[config.mk]
export PLATFORM = sky130hd
export DESIGN_NAME = trbg_top
export DESIGN_NICKNAME = d
export VERILOG_FILES = /design/src/hdl/trbg_top.v
export VERILOG_INCLUDE_DIRS = /design/src /design/src/hdl
export SDC_FILE = /design/constraint.sdc
export NUM_CORES = 1
export LEC_CHECK = 0
export CORE_MARGIN = 5
export CORE_UTILIZATION = 55
export CTS_CLUSTER_SIZE = 30
export DETAILED_ROUTE_END_ITERATION = 6
export DONT_BUFFER_PORTS = 1
export PLACE_DENSITY_LB_ADDON = 0.15
export SETUP_SLACK_MARGIN = 0.02
export SKIP_CTS_REPAIR_TIMING = 1
export SLEW_MARGIN = 20
export SYNTH_ARGS = -nofsm -noshare
export SYNTH_HDL_FRONTEND = slang
export SYNTH_SLANG_ARGS = --single-unit
[constraint.sdc]
create_clock -name core_clk_i -period 2.5 [get_ports core_clk_i]
set_clock_uncertainty 0.1 [all_clocks]
set_input_delay 0.5 -clock core_clk_i [delete_from_list [all_inputs] [get_ports core_clk_i]]
set_output_delay 0.5 -clock core_clk_i [all_outputs]
set_load 0.05 [all_outputs]
[src/hdl/trbg_consts.vh]
// Purpose: Constants for the true random byte generator
// Assumes: 125 MHz core clock, byte-wide special function register port
// Notes:   Times in ns; cycle counts derived from them
//
// Overview of operation
// [RULE1] Writing one to control bit 7 starts byte generation.
// [RULE2] Ready flag bit 5 sets on fresh byte, clears on data read.
// [RULE3] Interrupt output follows the ready flag exactly; the code registers it, so the output lags the flag by one cycle.
// [RULE4] Power-on bit rising edge clears data register and ready flag.
// [RULE5] Software ignores data and ready flag while powered down.
// [RULE6] Clearing bit 6 bypasses the bias corrector for faster bytes.
// [RULE7] Corrected bits shift into an 8-bit register, read in parallel.
// [RULE8] About 0.1 ms per byte uncorrected, four times longer corrected.
// [RULE9] First byte after power-on waits an extra 0.25 ms start-up.
// [RULE10] Control: bit 7 RW, bit 6 RW, bit 5 RO, 4:0 zero, reset 0x40.
// [RULE11] Data register is 8-bit read-only, reset 0x00, newest byte; the code loads the oldest unread byte from the two-entry buffer.
// [RULE12] Generator keeps running while the processor is in standby.
// [RULE13] Raw bit input with strobe, sampled only while powered on.
`ifndef TRBG_CONSTS_VH
`define TRBG_CONSTS_VH

// Register addresses
`define TRBG_ADDR_CONTROL     8'hd6
`define TRBG_ADDR_BYTE        8'hd7

// Control field positions
`define TRBG_POWER_BIT        7
`define TRBG_FIX_BIT          6
`define TRBG_READY_BIT        5

// Reset values
`define TRBG_CONTROL_RESET    8'h40
`define TRBG_BYTE_RESET       8'h00

// Timing
`define TRBG_CLK_PERIOD_NS    8
`define TRBG_STARTUP_NS       250000
`define TRBG_BYTE_NS          100000
`define TRBG_BIT_NS           (`TRBG_BYTE_NS / 8)
`define TRBG_STARTUP_CYC      ((`TRBG_STARTUP_NS + `TRBG_CLK_PERIOD_NS - 1) / `TRBG_CLK_PERIOD_NS)
`define TRBG_BIT_CYC          (`TRBG_BIT_NS / `TRBG_CLK_PERIOD_NS)

`endif

[src/hdl/trbg_top.v]
// Purpose: True random byte generator control, corrector, packer and registers
// Assumes: Raw noise bit and strobe arrive asynchronously from the analog source
// Notes:   Two-entry buffer between packer and data register
`include "trbg_consts.vh"
`default_nettype none

module trbg_top #(
  parameter integer STARTUP_CYC = `TRBG_STARTUP_CYC,
  parameter integer BIT_CYC     = `TRBG_BIT_CYC,
  parameter integer CNT_W       = 16
) (
  // Clock and reset
  input  wire       core_clk_i,
  input  wire       rst_i,
  // Register port
  input  wire [7:0] sfr_addr_i,
  input  wire       sfr_wr_i,
  input  wire       sfr_rd_i,
  input  wire [7:0] sfr_wdata_i,
  output reg  [7:0] sfr_rdata_o,
  // Noise source
  input  wire       raw_bit_i,
  input  wire       raw_valid_i,
  // Interrupt
  output reg        random_byte_irq_o
);

  localparam [CNT_W-1:0] STARTUP_LOAD = STARTUP_CYC[CNT_W-1:0];
  localparam [CNT_W-1:0] BIT_LOAD     = BIT_CYC[CNT_W-1:0] - 1'b1;
  localparam [7:0]       CTL_RESET    = `TRBG_CONTROL_RESET;

  // Control and data registers
  reg              power_on_bit_ff;
  reg              bias_fix_enable_ff;
  reg              byte_ready_flag_ff;
  reg  [7:0]       entropy_byte_ff;

  // Input synchronisers
  reg              bit_s1_ff;
  reg              bit_s2_ff;
  reg              vld_s1_ff;
  reg              vld_s2_ff;
  reg              vld_s3_ff;

  // Timing
  reg  [CNT_W-1:0] startup_ff;
  reg  [CNT_W-1:0] pace_ff;

  // Corrector and packer
  reg              have_first_ff;
  reg              first_ff;
  reg  [7:0]       shift_ff;
  reg  [2:0]       pack_cnt_ff;
  reg              pack_full_ff;

  // Two-entry buffer
  reg  [7:0]       buf_mem [0:1];
  reg              buf_wp_ff;
  reg              buf_rp_ff;
  reg  [1:0]       buf_cnt_ff;

  wire ctl_wr    = sfr_wr_i && (sfr_addr_i == `TRBG_ADDR_CONTROL);
  wire byte_rd   = sfr_rd_i && (sfr_addr_i == `TRBG_ADDR_BYTE);
  wire power_up  = ctl_wr && sfr_wdata_i[`TRBG_POWER_BIT] && !power_on_bit_ff;
  wire vld_edge  = vld_s2_ff && !vld_s3_ff;
  wire started   = (startup_ff == {CNT_W{1'b0}});
  wire paced     = (pace_ff == {CNT_W{1'b0}});
  wire take_raw  = power_on_bit_ff && started && paced && vld_edge;

  // Corrected bit stream
  reg  cor_valid;
  reg  cor_bit;
  always @* begin
    cor_valid = 1'b0;
    cor_bit   = bit_s2_ff;
    if (take_raw) begin
      if (!bias_fix_enable_ff) begin
        cor_valid = 1'b1; // RULE6
      end else if (have_first_ff && (first_ff != bit_s2_ff)) begin
        cor_valid = 1'b1;
        cor_bit   = first_ff;
      end
    end
  end

  // Buffer handshakes
  wire buf_in_ready  = (buf_cnt_ff != 2'd2);
  wire buf_in_valid  = pack_full_ff;
  wire buf_push      = buf_in_valid && buf_in_ready;
  wire buf_out_valid = (buf_cnt_ff != 2'd0);
  wire buf_out_ready = !byte_ready_flag_ff || byte_rd;
  wire buf_pop       = buf_out_valid && buf_out_ready;

  // Read data
  reg  [7:0] rd_mux;
  always @* begin
    rd_mux = 8'h00;
    if (sfr_addr_i == `TRBG_ADDR_CONTROL) begin
      rd_mux = {power_on_bit_ff, bias_fix_enable_ff, byte_ready_flag_ff, 5'b0_0000}; // RULE10
    end else if (sfr_addr_i == `TRBG_ADDR_BYTE) begin
      rd_mux = entropy_byte_ff; // RULE11
    end
  end

  // Synchronisers
  always @(posedge core_clk_i or posedge rst_i) begin
    if (rst_i) begin
      bit_s1_ff <= 1'b0;
      bit_s2_ff <= 1'b0;
      vld_s1_ff <= 1'b0;
      vld_s2_ff <= 1'b0;
      vld_s3_ff <= 1'b0;
    end else begin
      bit_s1_ff <= raw_bit_i;
      bit_s2_ff <= bit_s1_ff;
      vld_s1_ff <= raw_valid_i;
      vld_s2_ff <= vld_s1_ff;
      vld_s3_ff <= vld_s2_ff;
    end
  end

  // Control register
  always @(posedge core_clk_i or posedge rst_i) begin
    if (rst_i) begin
      power_on_bit_ff    <= CTL_RESET[`TRBG_POWER_BIT];
      bias_fix_enable_ff <= CTL_RESET[`TRBG_FIX_BIT];
    end else if (ctl_wr) begin
      power_on_bit_ff    <= sfr_wdata_i[`TRBG_POWER_BIT]; // RULE1
      bias_fix_enable_ff <= sfr_wdata_i[`TRBG_FIX_BIT]; // RULE6
    end
  end

  // Start-up and bit pacing, free of any processor standby state
  reg  [CNT_W-1:0] nxt_startup;
  reg  [CNT_W-1:0] nxt_pace;
  always @* begin
    nxt_startup = startup_ff;
    nxt_pace    = pace_ff;
    if (power_up) begin
      nxt_startup = STARTUP_LOAD; // RULE9
      nxt_pace    = {CNT_W{1'b0}};
    end else begin
      if (!started) begin
        nxt_startup = startup_ff - 1'b1; // RULE12
      end
      if (take_raw) begin
        nxt_pace = BIT_LOAD; // RULE8
      end else if (!paced) begin
        nxt_pace = pace_ff - 1'b1;
      end
    end
  end

  always @(posedge core_clk_i or posedge rst_i) begin
    if (rst_i) begin
      startup_ff <= {CNT_W{1'b0}};
      pace_ff    <= {CNT_W{1'b0}};
    end else begin
      startup_ff <= nxt_startup;
      pace_ff    <= nxt_pace;
    end
  end

  // Bias corrector pairing
  reg              nxt_have_first;
  reg              nxt_first;
  always @* begin
    nxt_have_first = have_first_ff;
    nxt_first      = first_ff;
    if (power_up || !power_on_bit_ff || !bias_fix_enable_ff) begin
      nxt_have_first = 1'b0;
    end else if (take_raw) begin
      nxt_have_first = !have_first_ff; // RULE13
      nxt_first      = bit_s2_ff;
    end
  end

  always @(posedge core_clk_i or posedge rst_i) begin
    if (rst_i) begin
      have_first_ff <= 1'b0;
      first_ff      <= 1'b0;
    end else begin
      have_first_ff <= nxt_have_first;
      first_ff      <= nxt_first;
    end
  end

  // Byte packer, stalled once it holds a full byte while the buffer is full
  reg  [7:0]       nxt_shift;
  reg  [2:0]       nxt_pack_cnt;
  reg              nxt_pack_full;
  always @* begin
    nxt_shift     = shift_ff;
    nxt_pack_cnt  = pack_cnt_ff;
    nxt_pack_full = pack_full_ff;
    if (power_up) begin
      nxt_shift     = 8'h00;
      nxt_pack_cnt  = 3'd0;
      nxt_pack_full = 1'b0;
    end else if (buf_push) begin
      nxt_pack_cnt  = 3'd0;
      nxt_pack_full = 1'b0;
    end else if (cor_valid && !pack_full_ff) begin
      nxt_shift    = {shift_ff[6:0], cor_bit}; // RULE7
      nxt_pack_cnt = pack_cnt_ff + 3'd1;
      if (pack_cnt_ff == 3'd7) begin
        nxt_pack_full = 1'b1;
      end
    end
  end

  always @(posedge core_clk_i or posedge rst_i) begin
    if (rst_i) begin
      shift_ff     <= 8'h00;
      pack_cnt_ff  <= 3'd0;
      pack_full_ff <= 1'b0;
    end else begin
      shift_ff     <= nxt_shift;
      pack_cnt_ff  <= nxt_pack_cnt;
      pack_full_ff <= nxt_pack_full;
    end
  end

  // Buffer storage
  always @(posedge core_clk_i) begin
    if (buf_push) begin
      buf_mem[buf_wp_ff] <= shift_ff;
    end
  end

  // Buffer pointers
  reg              nxt_buf_wp;
  reg              nxt_buf_rp;
  reg  [1:0]       nxt_buf_cnt;
  always @* begin
    nxt_buf_wp  = buf_wp_ff;
    nxt_buf_rp  = buf_rp_ff;
    nxt_buf_cnt = buf_cnt_ff;
    if (power_up) begin
      nxt_buf_wp  = 1'b0;
      nxt_buf_rp  = 1'b0;
      nxt_buf_cnt = 2'd0; // RULE4
    end else begin
      if (buf_push) begin
        nxt_buf_wp = !buf_wp_ff;
      end
      if (buf_pop) begin
        nxt_buf_rp = !buf_rp_ff;
      end
      if (buf_push && !buf_pop) begin
        nxt_buf_cnt = buf_cnt_ff + 2'd1;
      end else if (buf_pop && !buf_push) begin
        nxt_buf_cnt = buf_cnt_ff - 2'd1;
      end
    end
  end

  always @(posedge core_clk_i or posedge rst_i) begin
    if (rst_i) begin
      buf_wp_ff  <= 1'b0;
      buf_rp_ff  <= 1'b0;
      buf_cnt_ff <= 2'd0;
    end else begin
      buf_wp_ff  <= nxt_buf_wp;
      buf_rp_ff  <= nxt_buf_rp;
      buf_cnt_ff <= nxt_buf_cnt;
    end
  end

  // Data register and ready flag; a new byte wins over a read
  reg  [7:0]       nxt_entropy_byte;
  reg              nxt_byte_ready_flag;
  always @* begin
    nxt_entropy_byte    = entropy_byte_ff;
    nxt_byte_ready_flag = byte_ready_flag_ff;
    if (power_up) begin
      nxt_entropy_byte    = `TRBG_BYTE_RESET; // RULE4
      nxt_byte_ready_flag = 1'b0; // RULE4
    end else if (buf_pop) begin
      nxt_entropy_byte    = buf_mem[buf_rp_ff]; // RULE11
      nxt_byte_ready_flag = 1'b1; // RULE2
    end else if (byte_rd) begin
      nxt_byte_ready_flag = 1'b0; // RULE2
    end
  end

  always @(posedge core_clk_i or posedge rst_i) begin
    if (rst_i) begin
      entropy_byte_ff    <= `TRBG_BYTE_RESET;
      byte_ready_flag_ff <= 1'b0;
    end else begin
      entropy_byte_ff    <= nxt_entropy_byte;
      byte_ready_flag_ff <= nxt_byte_ready_flag;
    end
  end

  // Outputs
  always @(posedge core_clk_i or posedge rst_i) begin
    if (rst_i) begin
      sfr_rdata_o       <= 8'h00;
      random_byte_irq_o <= 1'b0;
    end else begin
      if (sfr_rd_i) begin
        sfr_rdata_o <= rd_mux;
      end
      random_byte_irq_o <= byte_ready_flag_ff; // RULE3
    end
  end

endmodule // trbg_top

`default_nettype wire

-- After elaboration in Yosys (flattened, before gate mapping)
Memory sizes are Yosys's and may differ from the RTL's.
Index checks and enable logic that the tools add are counted.
- add/subtract/negate cells: 5
- multipliers: 0
- div/mod/pow operators: 0
- $lt $le $gt $ge: 0
- equal/unequal tests: 8
- shift operators: 0
- mux-type cells: 39
- bitwise logic cells: 1
- reduce and logical (&&, ||, !) cells: 41
- operators with widths (cell ; number):
    $mux 16 ; 5
    $mux 8 ; 7
    $logic_not 16->1 ; 2
    $sub 16x1->16 const B ; 2
    $mux 1 ; 21
    $eq 8x8->1 const B ; 2
    $logic_and 1x1->1 ; 14
    $reduce_bool 3->1 ; 4
    $logic_not 1->1 ; 10
    $reduce_bool 2->1 ; 5
    $mux 3 ; 3
    $mux 2 ; 3
    $ne 2x2->1 const B ; 3
    $reduce_and 2->1 ; 3
    $add 3x1->3 const B ; 1
    $eq 3x3->1 const B ; 1
    $logic_or 1x1->1 ; 3
    $ne 3x2->1 const B ; 1
    $add 2x1->2 const B ; 1
    $sub 2x1->2 const B ; 1
    $ne 1x1->1 ; 1
    $not 1->1 ; 1
- register bits after elaboration: 75
- latch bits: 0
- memory bits (writable): 16
- bits in read-only memories: 0
- input port bits: 22
- output and inout port bits: 9
- logic and storage cells: 116
- memories kept: 1
- memory list (memory ; words ; width ; rd ports ; clocked after Yosys merged registers in ; write ports ; RTL line ; text):
    buf_mem ; 2 ; 8 ; 1 ; 0 ; 1 ; trbg_top.v:57 ; reg [7:0] buf_mem [0:1];

-- Logic depth before layout (Yosys ltp)
- depth in word-level cells: 9
- depth in mapped cells: 8
- gate-level depth less buffers: 7

-- Worst setup path after synthesis
Ideal clock, no wire load.
- path type: register -> register
- start: reg startup_ff[13]
- end: reg first_ff
- library setup time: 0.125 ns
- arrival time: 2.319 ns
- required time: 2.275 ns
- setup slack: -0.044 ns
- stages on the path, launching flop included: 7
- buffers on the path: 1
- clock period less this slack: 2.544 ns
- cell sequence: dfrtp_1 or4_4 or4b_1 buf_6 nor4_4 nand3_2 mux2_4
- word-level cells in the longest chain between the ends: 5
- RTL lines (item ; RTL line ; text):
    start, declared ; trbg_top.v:46 ; reg [CNT_W-1:0] startup_ff;
    start signal, assigned ; trbg_top.v:156 ; startup_ff <= {CNT_W{1'b0}};
    start signal, assigned ; trbg_top.v:159 ; startup_ff <= nxt_startup;
    $logic_not 16->1 ; trbg_top.v:66 ; wire started = (startup_ff == {CNT_W{1'b0}});
    $logic_and 1x1->1 (3 in a row) ; trbg_top.v:68 ; wire take_raw = power_on_bit_ff && started && paced && vld_edge;
    $reduce_and 2->1 (no source line) ; n/a ;
    end signal, assigned ; trbg_top.v:184 ; first_ff <= nxt_first;
    end, declared ; trbg_top.v:51 ; reg first_ff;
No other way between the ends.
A chain may end at the register's enable or synchronous reset.

-- Worst setup path in the final report
- start: reg startup_ff[11]
- end: reg first_ff
The elaborated chain is that of the path after synthesis.

==> flow_results.org <==
** Power and ir drop
- Leakage power total :: 1.95 nW
- Overall power of the completed layout :: 3.25 mW
- IR analysis of the VDD net gives a maximum drop of 0.389 mV.
- In this run the power density over the cells is 693 nW/um^2.

** STA
- In this run the tightest slew margin relative to its limit is 40.9%.
- Post-Route Hold Slack :: 0.0643 ns
- The number of hold violations in the final report was 0.
- Final critical path time including I/O delays and setup :: 2.56 ns
- At the pin with the least slew margin, the transition time is 0.884 ns.
- Count of final max-slew check failures :: 0
- Worst setup slack after layout :: -0.0647 ns
- Setup violations, final :: 4
- After layout, the worst path uses 103% of the clock period.
- Setup repair after global routing could not meet its margin everywhere.
- Top achievable clock speed :: 390 MHz

** Critical path
- Across all register-to-register paths, the minimum setup slack is -0.06 ns.
- The largest single stage delay on the critical path is 0.59 ns.
- Crit path max fanout :: 4
- The number of cells on the worst reg-to-reg path is 5.
- STA classifies the critical path endpoint as a flip-flop.
- For the worst setup path, the data required time is 2.65 ns.
- Walking the worst path, the cells encountered are or4_4 -> or4b_4 -> nor4_4 -> nand3_2 -> mux2_4.
- Critical path's slowest cell :: or4b_4
- Data arrives at the worst endpoint at 2.71 ns.
- STA classifies the critical path startpoint as a flip-flop.
- Counting both buffers and inverters, the worst setup path holds a total of 0.
- Largest delay contributor family on the critical path :: simple AND/OR/NAND/NOR gates
- Category of the critical setup timing path :: flip-flop to flip-flop
- The worst register-to-register path ends at first_ff$_DFFE_PP0P_.
- In this run the critical register-to-register path is launched from startup_ff[11]$_DFFE_PP0P_.

** Outcome
- Result of the run :: finished with violations
- Violated checks :: setup timing

** Clock network
- Cell at the root of the clock tree :: clkbuf_8
- TritonCTS built the clock tree.
- Buffers inserted during clock tree synthesis total 9.
- Total clock sinks :: 91
- After clock tree synthesis, the clock-pin slew on the worst setup and hold paths is 0.09 ns.
- Latest clock arrival within the worst-skew pair :: 0.36 ns
- The longest clock path from root to sink contains 2 buffers.
- H-tree level count :: 3

** Finish
- Cells with a size suffix above 1 make up 17.6% of the layout.
- 0 antenna diodes ended up in the layout.
- For this run, the share of the core covered by cells in the final layout is 64.7%.
- In the final design database the tool counted 421 nets.
- Compared with the post-synthesis result, the final layout area differs by 14.1%.

** Global route
- Wire length of the first global-routing pass :: 12.3 mm
- Largest net degree at the start of global routing :: 42
- After global routing, the most crowded layer is met2.
- For this run the aggregate overflow at the end of global routing stands at 0.
- For met1 alone, demand over resource in global routing was 24.5%.
- For this run, global-route usage on met2 was measured as 26.0%.
- Via count of the first global-routing pass :: 2632
- Number of antenna violations at the first check in global routing :: 0
- Met3 usage in global routing :: 4.11%
- Total track usage :: 17.3%

** Worst hold path
- Along the worst hold path, the cell count comes to 0.
- The worst hold path terminates at bit_s1_ff$_DFF_PP0_.
- Worst min-delay path category :: input port to flip-flop
- In this run the most critical hold path is launched from raw_bit_i.

** Synth
- For this run, asynchronously set or reset flops after synthesis account for 82.4%.
- Count of unique library cells instantiated by Yosys :: 54
- Averaged over all synthesized cells, the footprint is 11.4 um^2.
- Area share of the largest cell type after synthesis :: 45.1%
- Sorting the synthesized cells by how often they occur yields dfrtp_1 (74), nor2_1 (43), nand2_1 (26).
- Warning count from the yosys run :: 0
- Flip-flop cell with the highest count after synthesis :: dfrtp_1
- Sequential elements use 57.4% of the synthesized area.
- Top post-synthesis cells by area :: dfrtp_1 (45%), edfxtp_1 (12%), mux2i_1 (5.6%), nor2_1 (3.9%), xnor2_1 (3.8%)
- The largest total area in the synthesized netlist belongs to dfrtp_1.
- Counting flops and latches in the post-synthesis netlist gives 91.
- The number of nets in the synthesized netlist is 390.
- The cell count after synthesis came out at 362.
- Post-Synthesis Cell Area :: 4110 um^2
- In this run, synthesis inferred 16 flip-flops with an integrated enable.
- Most frequent cell after synthesis :: dfrtp_1

** Placement
- Before CTS, the worst setup slack after placement is -0.0288 ns.
- Detailed placement finished with a half-perimeter wire length of 5.21 mm.
- Routability-driven placement finished with a final weighted congestion of 0.839.
- During placement, the flow inserted port buffers numbering 0.

** Floorplanning
- Standard-cell rows :: 31
- Total Die Area :: 9300 um^2
- Pin placement for this block handled 31 I/O pins.
- Die Ht :: 96.4 um
- Starting density of the core :: 56.7%
- The total area inside the core boundary comes to 7250 um^2.
- Measured along the x axis, the die boundary spans 96.4 um.

** Route
- For this run, the detailed router's first-pass iteration total came to 4.
- Via Count :: 2716
- Number of remaining DRC errors :: 0
- Initial detailed-routing violation count :: 86
- After detailed routing, the number of vias per cell comes to 5.46.
- ANT nets after route :: 0
- Dividing the detail-routed wire length by the instance count gives 14.8 um.
- The final layout contains routed wiring with a total length of 7.34 mm.

** Job
- Number of max-cap violations :: 0
-- layout make-up --
type | instances | area (um^2)
timing repair buffer | 31 | 249
clock inverter | 7 | 68.8
inverter | 19 | 75.1
fill | 564 | 2560
tap | 99 | 124
clock buffer | 9 | 124
multi-input combinational | 241 | 1690
sequential | 91 | 2360
-- worst max path at each step --
stage,start,endpoint,slack [ns],depth (start not counted)
after CTS,startup_ff[13]$_DFFE_PP0P_,pace_ff[0]$_DFFE_PP0P_,-0.06,6
after floorplan,startup_ff[13]$_DFFE_PP0P_,first_ff$_DFFE_PP0P_,0.03,6
after detailed placement,startup_ff[13]$_DFFE_PP0P_,pace_ff[0]$_DFFE_PP0P_,-0.03,6
final,startup_ff[11]$_DFFE_PP0P_,first_ff$_DFFE_PP0P_,-0.06,5
after global routing,startup_ff[11]$_DFFE_PP0P_,buf_in_valid$_DFFE_PP0P_,-0.13,6
after global placement,startup_ff[13]$_DFFE_PP0P_,first_ff$_DFFE_PP0P_,0.02,5
-- sequential cells by signal, summed over array words and instances (netlist names), 2 cells and up --
name             count
buf_cnt_ff           2
buf_mem             16
entropy_byte_ff      8
pace_ff             16
pack_cnt_ff          3
sfr_rdata_o          8
shift_ff             8
startup_ff          16
-- power breakdown --
part,leakage (nW),total [mW],switching (mW),internal [mW]
clock network,0.0911,0.952,0.567,0.385
registers,1.01,1.79,0.149,1.64
logic,0.846,0.507,0.262,0.244
-- stage by stage --
step                      cells  setup TNS, ns  instance area [um^2]
after floorplan             362              0                  4110
after global placement      476              0                  4400
after detailed placement    476        -0.0643                  4400
after CTS                   492         -0.537                  4590
after global routing        497          -1.38                  4690
final                       497         -0.176                  4690
-- cells in the final DEF (no fill, tap or decap), drive strengths merged, types with 10 or more instances in the layout --
master,netlist,routed
a211oi,12,12
inv,18,20
buf,4,31
xnor2,18,18
mux2i,23,23
nand2,26,26
edfxtp,16,16
or4,10,10
nor2,44,44
nor3,12,12
o21ai,10,10
dfrtp,74,74
-- worst reg2reg max path, cell delays in order, from the launching register on --
cell and delay, ns:
dfrtp_1 0.39, or4_4 0.54, or4b_4 0.59, nor4_4 0.40, nand3_2 0.13, mux2_4 0.31
-- cell families after synthesis --
group	count (synthesis)	share of synthesized area, %
flops	91	57.4
simple gates	130	16.6
fa+ha+maj	6	1.83
buf+inv	30	2.95
compound gates	51	8.68
mux	27	6.79
xor+xnor	27	5.75
-- layer usage --
layer	routed length, um	vias to the layer above
met1	3580	1319
met5	0	-
met3	370	6
met4	98	0
met2	3300	46
li1	-	1345
(Power assumes the default switching activity.)
